## config.mk

```make
export PLATFORM = sky130hd
export DESIGN_NAME = monitor_cycle_sequencer
export DESIGN_NICKNAME = d
export VERILOG_FILES = /design/src/pkg/monitor_cycle_sequencer_pkg.sv /design/src/monitor_cycle_sequencer.sv
export SDC_FILE = /design/constraint.sdc
export NUM_CORES = 1
export LEC_CHECK = 0
export BUFFER_PORTS_ARGS = -buffer_cell sky130_fd_sc_hd__buf_2
export CAP_MARGIN = 15
export CORE_ASPECT_RATIO = 0.6
export CORE_MARGIN = 8
export CORE_UTILIZATION = 35
export DETAILED_ROUTE_END_ITERATION = 10
export GPL_ROUTABILITY_DRIVEN = 1
export SYNTH_ARGS = -nofsm -noshare
export SYNTH_HDL_FRONTEND = slang
export SYNTH_SLANG_ARGS = --single-unit
```

## constraint.sdc

```tcl
create_clock -name ref_clk -period 12.5 [get_ports ref_clk]
set_clock_uncertainty 0.2 [all_clocks]
set_input_delay 1.25 -clock ref_clk [delete_from_list [all_inputs] [get_ports ref_clk]]
set_output_delay 1.25 -clock ref_clk [all_outputs]
set_load 0.02 [all_outputs]
```

## src/pkg/monitor_cycle_sequencer_pkg.sv

```systemverilog
// Functional notes
// Temperature result is 9-bit two's complement.
// Temperature limits compare upper eight bits only.
// Upper bits in value, LSB in config bit7.
// Half degree per LSB, signed code range.
// Voltage above high or below low flags.
// Overtemperature sets above hot, clears at hysteresis.
// Start=1 with clear=0 begins monitoring.
// Interrupt pin driven only when enabled.
// Channels in turn, core two first, temperature last.
// Each result stored automatically on completion.
// Cycle repeats until start bit written zero.
// Oscillator tick 22.5 kHz, seven slots.
// Monitoring start also starts fan measurement.
// Averaging takes sixteen conversions, stores mean.
// Test mode bit 7 selects averaging.
// Fan DAC code resets to all ones.
// Ten-bit voltage conversions, upper eight kept.
// Latched flags drive interrupt when enabled, unclear.
//
// Purpose: Constants shared by the monitoring cycle sequencer.
// Assumes: 200 MHz ref_clk, 8-bit register port behind the serial bus.
// Notes:   Offsets are byte register addresses seen by the serial bus.
package monitor_cycle_sequencer_pkg;

  // ----------------------------------------------------------------
  // Timing
  // ----------------------------------------------------------------
  localparam int CLK_FREQ_HZ     = 200_000_000; // Clock rate.
  localparam int OSC_FREQ_HZ     = 22_500;      // Multiplexer clock rate.
  localparam int OSC_TICK_CYCLES = (CLK_FREQ_HZ + OSC_FREQ_HZ / 2) / OSC_FREQ_HZ;

  // ----------------------------------------------------------------
  // Channels
  // ----------------------------------------------------------------
  localparam int       NUM_VCH   = 6;      // Voltage channels.
  localparam logic [2:0] TEMP_CH = 3'h6;   // Temperature slot, last in cycle.
  localparam logic [3:0] AVG_LAST = 4'hF;  // Last of sixteen averaged samples.

  // ----------------------------------------------------------------
  // Register offsets
  // ----------------------------------------------------------------
  localparam logic [7:0] ADDR_TEST_MODE   = 8'h15;
  localparam logic [7:0] ADDR_DAC         = 8'h19;
  localparam logic [7:0] ADDR_VALUE_BASE  = 8'h20;
  localparam logic [7:0] ADDR_TEMP_VALUE  = 8'h27;
  localparam logic [7:0] ADDR_HIGH_BASE   = 8'h2B;
  localparam logic [7:0] ADDR_LOW_BASE    = 8'h2C;
  localparam logic [7:0] ADDR_HOT_LIMIT   = 8'h39;
  localparam logic [7:0] ADDR_HYST_LIMIT  = 8'h3A;
  localparam logic [7:0] ADDR_CONFIG      = 8'h40;
  localparam logic [7:0] ADDR_STATUS      = 8'h41;
  localparam logic [7:0] ADDR_TEMP_CONFIG = 8'h4B;

  // ----------------------------------------------------------------
  // Field positions and reset values
  // ----------------------------------------------------------------
  localparam int CFG_START_BIT   = 0;
  localparam int CFG_INT_EN_BIT  = 1;
  localparam int CFG_INT_CLR_BIT = 3;
  localparam int TEST_AVG_BIT    = 7;
  localparam int TCFG_LSB_BIT    = 7;
  localparam logic [7:0] DAC_RESET   = 8'hFF;
  localparam logic [7:0] HIGH_RESET  = 8'hFF;
  localparam logic [7:0] LOW_RESET   = 8'h00;
  localparam logic [7:0] HOT_RESET   = 8'h50;
  localparam logic [7:0] HYST_RESET  = 8'h4B;
  localparam logic [7:0] ZERO_BYTE   = 8'h00;

  // Sequencer states.
  typedef enum logic [1:0] {
    SEQ_IDLE = 2'b00,
    SEQ_WAIT = 2'b01,
    SEQ_CONV = 2'b10
  } seq_state_e;

endpackage

```

## src/monitor_cycle_sequencer.sv

```systemverilog
// Purpose: Round-robin ADC sequencer with limit checks and fan DAC code.
// Assumes: Register port is the decoded output of the serial bus engine.
// Notes:   ADC answers each adc_start with one adc_done pulse later on.
`timescale 1ns/100ps
`default_nettype none
module monitor_cycle_sequencer #(
  parameter int unsigned TICK_DIV = monitor_cycle_sequencer_pkg::OSC_TICK_CYCLES
) (
  input  wire logic       ref_clk,        // 200 MHz clock.
  input  wire logic       resetn,         // Synchronous reset, active low.
  input  wire logic [7:0] reg_addr,       // Register address pointer.
  input  wire logic [7:0] reg_wdata,      // Write data.
  input  wire logic       reg_wr,         // Write strobe, one cycle.
  input  wire logic       reg_rd,         // Read strobe, one cycle.
  output logic      [7:0] reg_rdata,      // Read data, one cycle after reg_rd.
  output logic            adc_start,      // Conversion start pulse.
  output logic      [2:0] adc_channel,    // Channel to convert.
  input  wire logic       adc_done,       // Conversion finished pulse.
  input  wire logic [9:0] adc_result,     // Ten-bit result, temp in [8:0].
  output logic            fan_start,      // Fan measurement start pulse.
  output logic            irq_out,        // Interrupt level.
  output logic            irq_oe,         // Interrupt pin drive enable.
  output logic            overtemp,       // Overtemperature state.
  output logic      [7:0] dac_code,       // Fan DAC code.
  output logic            monitor_active  // Monitoring running.
);
  import monitor_cycle_sequencer_pkg::*;

  // ----------------------------------------------------------------
  // Declarations
  // ----------------------------------------------------------------
  logic [13:0] tick_cnt_reg, tick_cnt_next;   // Oscillator divider.
  logic        tick_reg, tick_next;           // 22.5 kHz enable pulse.
  seq_state_e  state_reg, state_next;         // Sequencer state.
  logic [2:0]  ch_reg, ch_next;               // Current channel.
  logic [3:0]  cnt_reg, cnt_next;             // Averaging sample count.
  logic [13:0] acc_reg, acc_next;             // Averaging accumulator.
  logic [7:0]  val_reg  [NUM_VCH];            // Voltage values.
  logic [7:0]  val_next [NUM_VCH];
  logic [7:0]  high_reg [NUM_VCH];            // High limits.
  logic [7:0]  high_next[NUM_VCH];
  logic [7:0]  low_reg  [NUM_VCH];            // Low limits.
  logic [7:0]  low_next [NUM_VCH];
  logic [8:0]  temp_reg, temp_next;           // Signed temperature.
  logic [6:0]  status_reg, status_next;       // Latched out-of-limit flags.
  logic        hot_reg, hot_next;             // Overtemperature state.
  logic [7:0]  cfg_reg, cfg_next;             // Configuration.
  logic [7:0]  test_reg, test_next;           // Test mode.
  logic [7:0]  dac_reg, dac_next;             // Fan DAC code.
  logic [7:0]  hot_lim_reg, hot_lim_next;     // Hot limit.
  logic [7:0]  hyst_reg, hyst_next;           // Hysteresis limit.
  logic        run_reg, run_next;             // Monitoring running.
  logic        fan_reg, fan_next;             // Fan start pulse.
  logic        start_reg, start_next;         // ADC start pulse.
  logic [7:0]  rdata_reg, rdata_next;         // Read data.
  logic        irq_reg, irq_next;             // Interrupt level.
  logic        irq_oe_reg, irq_oe_next;       // Interrupt drive enable.
  logic [13:0] sample;                        // Extended sample.
  logic [13:0] acc_sum;                       // Accumulator plus sample.
  logic [9:0]  avg10;                         // Final ten-bit result.
  logic        store;                         // Result stored this cycle.
  logic [7:0]  temp8;                         // Upper temperature bits.
  logic        cfg_wr;                        // Configuration write.
  logic        start_cmd;                     // Start request.

  assign cfg_wr    = reg_wr && (reg_addr == ADDR_CONFIG);
  // A start only counts when the clear bit is written low in the same write.
  assign start_cmd = cfg_wr && reg_wdata[CFG_START_BIT]
                     && !reg_wdata[CFG_INT_CLR_BIT];

  // ----------------------------------------------------------------
  // Oscillator divider
  // ----------------------------------------------------------------
  // Free-running divider standing in for the slow on-chip oscillator.
  always_comb begin
    tick_next     = 1'b0;
    tick_cnt_next = tick_cnt_reg + 14'h0001;
    if (tick_cnt_reg == 14'(TICK_DIV - 1)) begin
      tick_cnt_next = 14'h0000;
      tick_next     = 1'b1;
    end
  end

  always_ff @(posedge ref_clk) begin
    if (!resetn) begin
      tick_cnt_reg <= 14'h0000;
      tick_reg     <= 1'b0;
    end else begin
      tick_cnt_reg <= tick_cnt_next;
      tick_reg     <= tick_next;
    end
  end

  // ----------------------------------------------------------------
  // Sequencer and result store
  // ----------------------------------------------------------------
  // Temperature is sign-extended so the same accumulator serves both kinds.
  always_comb begin
    if (ch_reg == TEMP_CH) begin
      sample = {{5{adc_result[8]}}, adc_result[8:0]};
    end else begin
      sample = {4'h0, adc_result};
    end
    acc_sum = acc_reg + sample;
    if (test_reg[TEST_AVG_BIT]) begin
      avg10 = acc_sum[13:4];
    end else begin
      avg10 = sample[9:0];
    end
    temp8 = avg10[8:1];
  end

  // One conversion per oscillator tick; averaging holds a channel 16 ticks.
  always_comb begin
    state_next  = state_reg;
    ch_next     = ch_reg;
    cnt_next    = cnt_reg;
    acc_next    = acc_reg;
    val_next    = val_reg;
    temp_next   = temp_reg;
    hot_next    = hot_reg;
    start_next  = 1'b0;
    store       = 1'b0;
    status_next = status_reg;
    // Write one to clear; a flag set in the same cycle still wins below.
    if (reg_wr && (reg_addr == ADDR_STATUS)) begin
      status_next = status_reg & ~reg_wdata[6:0];
    end
    case (state_reg)
      SEQ_IDLE: begin
        if (run_reg) begin
          state_next = SEQ_WAIT;
          ch_next    = 3'h0;
          cnt_next   = 4'h0;
          acc_next   = 14'h0000;
        end
      end
      SEQ_WAIT: begin
        if (tick_reg) begin
          start_next = 1'b1;
          state_next = SEQ_CONV;
        end
      end
      SEQ_CONV: begin
        if (adc_done) begin
          state_next = SEQ_WAIT;
          if (test_reg[TEST_AVG_BIT] && (cnt_reg != AVG_LAST)) begin
            cnt_next = cnt_reg + 4'h1;
            acc_next = acc_sum;
          end else begin
            store    = 1'b1;
            cnt_next = 4'h0;
            acc_next = 14'h0000;
            if (ch_reg == TEMP_CH) begin
              temp_next = avg10[8:0];
              ch_next   = 3'h0;
              if ($signed(temp8) > $signed(hot_lim_reg)) begin
                hot_next      = 1'b1;
                status_next[6] = 1'b1;
              end else if ($signed(temp8) <= $signed(hyst_reg)) begin
                hot_next = 1'b0;
              end
            end else begin
              val_next[ch_reg] = avg10[9:2];
              ch_next          = ch_reg + 3'h1;
              if ((avg10[9:2] > high_reg[ch_reg]) || (avg10[9:2] < low_reg[ch_reg])) begin
                status_next[ch_reg] = 1'b1;
              end
            end
          end
        end
      end
      default: state_next = SEQ_IDLE;
    endcase
    // Stopping abandons any conversion in flight.
    if (!run_reg) begin
      state_next = SEQ_IDLE;
      start_next = 1'b0;
    end
  end

  always_ff @(posedge ref_clk) begin
    if (!resetn) begin
      state_reg  <= SEQ_IDLE;
      ch_reg     <= 3'h0;
      cnt_reg    <= 4'h0;
      acc_reg    <= 14'h0000;
      temp_reg   <= 9'h000;
      hot_reg    <= 1'b0;
      start_reg  <= 1'b0;
      status_reg <= 7'h00;
      for (int i = 0; i < NUM_VCH; i++) begin
        val_reg[i] <= ZERO_BYTE;
      end
    end else begin
      state_reg  <= state_next;
      ch_reg     <= ch_next;
      cnt_reg    <= cnt_next;
      acc_reg    <= acc_next;
      temp_reg   <= temp_next;
      hot_reg    <= hot_next;
      start_reg  <= start_next;
      status_reg <= status_next;
      val_reg    <= val_next;
    end
  end

  // ----------------------------------------------------------------
  // Host registers and readback
  // ----------------------------------------------------------------
  // Writes land the same cycle; reads answer one cycle after the strobe.
  always_comb begin
    cfg_next     = cfg_reg;
    test_next    = test_reg;
    dac_next     = dac_reg;
    hot_lim_next = hot_lim_reg;
    hyst_next    = hyst_reg;
    high_next    = high_reg;
    low_next     = low_reg;
    run_next     = run_reg;
    fan_next     = 1'b0;
    rdata_next   = rdata_reg;
    if (cfg_wr) begin
      cfg_next = reg_wdata;
      // Start with clear high leaves the run state alone.
      if (!reg_wdata[CFG_START_BIT]) begin
        run_next = 1'b0;
      end else if (start_cmd) begin
        run_next = 1'b1;
        fan_next = !run_reg;
      end
    end else if (reg_wr && (reg_addr == ADDR_TEST_MODE)) begin
      test_next = reg_wdata;
    end else if (reg_wr && (reg_addr == ADDR_DAC)) begin
      dac_next = reg_wdata;
    end else if (reg_wr && (reg_addr == ADDR_HOT_LIMIT)) begin
      hot_lim_next = reg_wdata;
    end else if (reg_wr && (reg_addr == ADDR_HYST_LIMIT)) begin
      hyst_next = reg_wdata;
    end else if (reg_wr) begin
      for (int i = 0; i < NUM_VCH; i++) begin
        if (reg_addr == ADDR_HIGH_BASE + 8'(2 * i)) begin
          high_next[i] = reg_wdata;
        end
        if (reg_addr == ADDR_LOW_BASE + 8'(2 * i)) begin
          low_next[i] = reg_wdata;
        end
      end
    end
    if (reg_rd) begin
      rdata_next = ZERO_BYTE;                         // Unmapped reads zero.
      if (reg_addr == ADDR_TEMP_VALUE) begin
        rdata_next = temp_reg[8:1];
      end else if (reg_addr == ADDR_TEMP_CONFIG) begin
        rdata_next = {temp_reg[0], 7'h00};
      end else if (reg_addr == ADDR_CONFIG) begin
        rdata_next = {cfg_reg[7:1], run_reg};
      end else if (reg_addr == ADDR_STATUS) begin
        rdata_next = {hot_reg, status_reg};
      end else if (reg_addr == ADDR_TEST_MODE) begin
        rdata_next = test_reg;
      end else if (reg_addr == ADDR_DAC) begin
        rdata_next = dac_reg;
      end else if (reg_addr == ADDR_HOT_LIMIT) begin
        rdata_next = hot_lim_reg;
      end else if (reg_addr == ADDR_HYST_LIMIT) begin
        rdata_next = hyst_reg;
      end else begin
        for (int i = 0; i < NUM_VCH; i++) begin
          if (reg_addr == ADDR_VALUE_BASE + 8'(i)) begin
            rdata_next = val_reg[i];
          end
          if (reg_addr == ADDR_HIGH_BASE + 8'(2 * i)) begin
            rdata_next = high_reg[i];
          end
          if (reg_addr == ADDR_LOW_BASE + 8'(2 * i)) begin
            rdata_next = low_reg[i];
          end
        end
      end
    end
    // The pin is released unless enabled, so a shared line stays free.
    irq_oe_next = cfg_reg[CFG_INT_EN_BIT];
    irq_next    = cfg_reg[CFG_INT_EN_BIT] && !cfg_reg[CFG_INT_CLR_BIT]
                  && (status_reg != 7'h00);
  end

  always_ff @(posedge ref_clk) begin
    if (!resetn) begin
      cfg_reg     <= ZERO_BYTE;
      test_reg    <= ZERO_BYTE;
      dac_reg     <= DAC_RESET;
      hot_lim_reg <= HOT_RESET;
      hyst_reg    <= HYST_RESET;
      run_reg     <= 1'b0;
      fan_reg     <= 1'b0;
      rdata_reg   <= ZERO_BYTE;
      irq_reg     <= 1'b0;
      irq_oe_reg  <= 1'b0;
      for (int i = 0; i < NUM_VCH; i++) begin
        high_reg[i] <= HIGH_RESET;
        low_reg[i]  <= LOW_RESET;
      end
    end else begin
      cfg_reg     <= cfg_next;
      test_reg    <= test_next;
      dac_reg     <= dac_next;
      hot_lim_reg <= hot_lim_next;
      hyst_reg    <= hyst_next;
      run_reg     <= run_next;
      fan_reg     <= fan_next;
      rdata_reg   <= rdata_next;
      irq_reg     <= irq_next;
      irq_oe_reg  <= irq_oe_next;
      high_reg    <= high_next;
      low_reg     <= low_next;
    end
  end

  assign reg_rdata      = rdata_reg;
  assign adc_start      = start_reg;
  assign adc_channel    = ch_reg;
  assign fan_start      = fan_reg;
  assign irq_out        = irq_reg;
  assign irq_oe         = irq_oe_reg;
  assign overtemp       = hot_reg;
  assign dac_code       = dac_reg;
  assign monitor_active = run_reg;
endmodule
`default_nettype wire

```

==> results.yml <==
status:
  status: "finished, final reports clean"
power_and_ir_drop:
  power_frac_clock: 0.471
  vdd_drop_max_v: 0.0000792
  power_switching_mw: 0.427
  pwr_density_cell_nw_per_um2: 119
  intPower_mw: 1.31
  p_leak_nw: 5.45
  combinationalPowerShare: 0.066
  switching_share: 0.245
  p_seq_frac: 0.462
floorplanning:
  initial_utilization: 0.351
  core_area_um2: 37300
  die_height_um: 166
  die_w_um: 266
  rows: 55
  die_area_um2: 44100
  pin_count: 56
worst_setup_path:
  cpMaxStageDelayCell: "buf_4"
  cp_cell_sequence: "buf_4 -> nor2b_1 -> nand3_1 -> nand2_1 -> ha_1 -> nand3_1 -> a211oi_1 -> or4_1 -> and3_1 -> a21oi_2 -> inv_1 -> ha_1 -> a21o_1 -> a21o_1 -> a21oi_1 -> o21ai_0 -> o211ai_1 -> o21ai_1 -> a32o_1"
  cp.required_ns: 12.74
  ff2ff_setup_slack_ns: 7.37
  cp-start-kind: "flip-flop"
  crit_path_end_kind: "flip-flop"
  startpoint: "adc_channel[0]"
  crit_path_end: "status_reg[4]"
  worst_ep_arrival_time_ns: 5.37
  cp_num_cells: 19
  reg2reg_from: "adc_channel[0]"
  path_class: "flip-flop to flip-flop"
  crit_fanout: 41
  r2r_cells: 19
  r2r_end: "status_reg[4]"
  worst_path_largest_cell_delay_ns: 0.58
  critPathTopFamily: "compound AO/OA/AOI/OAI gates"
  crit_buf_inv: 2
timing:
  rsz0062_at_grt: "no"
  min_period_ns: 5.13
  relSlewSlack: 0.238
  fin_ws_ns: 7.37
  drv_slew: 0
  setup_viol: 0
  timing.fmax_ghz: 0.195
  post-route-period-util: 0.410
  tns_ns: 0
  hold_viol_final: 0
  worst_pin_slew_ns: 1.13
clocking:
  ctsResizeCount: 0
  cts_max_level: 1
  cts_sinks: 251
  cts_buffers: 25
  ctsHoldBuffers: 0
  clkLatencyLatePin_ns: 0.56
  cts_root_buf: "clkbuf_16"
  cts.clk_slew.worst_paths_ns: 0.07
  cts_setup_buffers: 0
  clk_path_buf_depth: 3
  cts_tree: "built"
run:
  cap_violations: 0
yosys:
  syn_area_per_cell_um2: 7.91
  syn_area_um2: 13100
  synth-seq-cells: 251
  yosysSeqAreaShare: 0.384
  yosys_warnings: 0
  syn-num-nets: 1735
  synth_edf_count: 0
  synth_cells: 1656
  synthArstFlopShare: 0
  synth_ff_type: "dfxtp_1"
  yosys.cell_types.count: 80
drt:
  vias_per_cell: 6.03
  num_vias: 13200
  avgRoutedWirePerCell_um: 25.1
  wl_mm: 54.8
  drc: 0
  drtIter0Drc: 1634
  drt.antenna.violating_nets: 0
  dr.pass1.iters: 9
placed_design:
  dpl_worst_slack_ns: 6.86
  place_hpwl_mm: 40.0
  gp_congestion: 1.05
  port-buffer-count: 55
global_routing:
  grt_pass1_vias: 12000
  grt_max_degree: 95
  grt_first_pass_wirelength_mm: 80.3
  antenna_found_initial: 0
  track_usage: 0.238
  gr-total-overflow: 0
min_path:
  hold_path_class: "flip-flop to flip-flop"
  min_path_cells: 2
cells_and_area:
  layout.nets: 1736
  antennaDiodeCount: 0
  synthToLayoutAreaGrowth_pct: 12.1
  drive_gt1_frac: 0.102
==> tightest hold or removal path, cell delays in order, from the launching register on <==
cell and delay [ns]:
dfxtp_1 0.31, nand2_1 0.05, a21oi_1 0.05
==> worst min-delay path by stage <==
stage             endpoint        start
6_report        cfg_reg[2]   cfg_reg[2]
4_1_cts        hyst_reg[7]  hyst_reg[7]
3_5_place_dp   hyst_reg[7]  hyst_reg[7]
3_3_place_gp    cfg_reg[2]   cfg_reg[2]
5_1_grt         cfg_reg[6]   cfg_reg[6]
2_1_floorplan      irq_out   cfg_reg[3]
==> cells in the mapped netlist, types with 4 or more instances <==
library cell	number	area, µm²
nand2_1	269	1010
dfxtp_1	251	5020
nor2_1	163	612
a21oi_1	148	741
nand3_1	127	636
o21ai_0	108	541
clkbuf_1	84	315
ha_1	47	588
a211oi_1	44	330
mux2i_1	42	420
inv_1	34	128
a22oi_1	30	225
nor3_1	24	120
a221oi_1	19	166
nor2b_1	18	113
mux4_2	14	315
buf_1	13	48.8
xnor2_1	13	114
o21a_1	12	90.1
o211ai_1	11	82.6
buf_2	10	50.1
a31oi_1	9	56.3
and3_1	9	56.3
nand4_1	9	56.3
o22ai_1	9	56.3
xor2_1	8	70.1
a32o_1	7	70.1
and2_1	7	43.8
nand2b_1	7	43.8
a21o_1	6	45.0
a222oi_1	6	60.1
nor4_1	5	31.3
o21ai_1	5	25.0
a221o_1	4	40.0
a2bb2oi_1	4	35.0
nor3_2	4	40.0
o221ai_1	4	35.0
o22a_1	4	35.0
or2_2	4	25.0
==> logic make-up (layout without fill, tap and decap cells) <==
group                    after synthesis  count (layout)  synth area share
AND/OR/NAND/NOR                      680             680             0.236
AO/OA/AOI/OAI                        452             452             0.217
flip-flops                           251             251             0.384
buffers and inverters                145             162            0.0437
multiplexers                          58              58            0.0579
adder cells (fa/ha/maj)               48              48            0.0464
XOR/XNOR                              22              22            0.0153
==> placed cells by master, fill, tap and decap left out, types with 6 or more instances in the layout <==
cell         n
mux2i_1     42
a211oi_1    44
a221oi_1    19
nor2_1     163
nand4_1      9
o21a_1      12
buf_2       54
xor2_1       8
mux4_2      14
inv_1       33
nor2b_1     18
a22oi_1     30
nor3_2       7
o22ai_1      9
o211ai_1    11
clkbuf_16   25
ha_1        47
and2_1       7
a21o_1       6
nor3_1      21
a21oi_1    148
nand2b_1     7
dfxtp_1    250
nand3_1    127
xnor2_1     13
a31oi_1      9
a222oi_1     6
nand2_1    269
buf_4       29
and3_1       9
a32o_1       7
o21ai_0    108
==> layer usage <==
metal,vias to the layer above,share of wire,track usage
met1,6394,0.47,0.363
li1,5945,-,-
met2,762,0.36,0.298
met4,0,0.019,0.0410
met5,-,0,0
met3,86,0.15,0.105
==> power by group through the flow <==
stage	Sequential (mW)	Clock [mW]	Combinational (mW)
3_5_place_dp	0.823	0	0.112
5_1_grt	0.805	0.865	0.122
6_report	0.805	0.820	0.116
3_3_place_gp	0.823	0	0.111
2_1_floorplan	0.823	0	0.0668
4_1_cts	0.805	0.832	0.112
==> cell type report <==
type                       count  area [µm²]
clock buffer                  32         672
clock inverter                11         188
fill                        3858       22600
inverter                      35         134
multi-input combinational   1260        7520
sequential                   251        5030
tap                          513         642
timing repair buffer          84         495
==> metrics by stage <==
stage / utilization / cells / total power [mW] / cell area (µm²) / hold WS (ns)
floorplan: - / 1656 / 0.890 / 13100 / 0.221
global placement: 0.370 / 2141 / 0.934 / 13800 / 0.244
detailed placement: 0.370 / 2141 / 0.934 / 13800 / 0.247
CTS: 0.393 / 2184 / 1.75 / 14700 / 0.256
global route: 0.394 / 2186 / 1.79 / 14700 / 0.271
finish: 0.394 / 2186 / 1.74 / 14700 / 0.258
No activity file was read; power rests on OpenSTA's default activity.
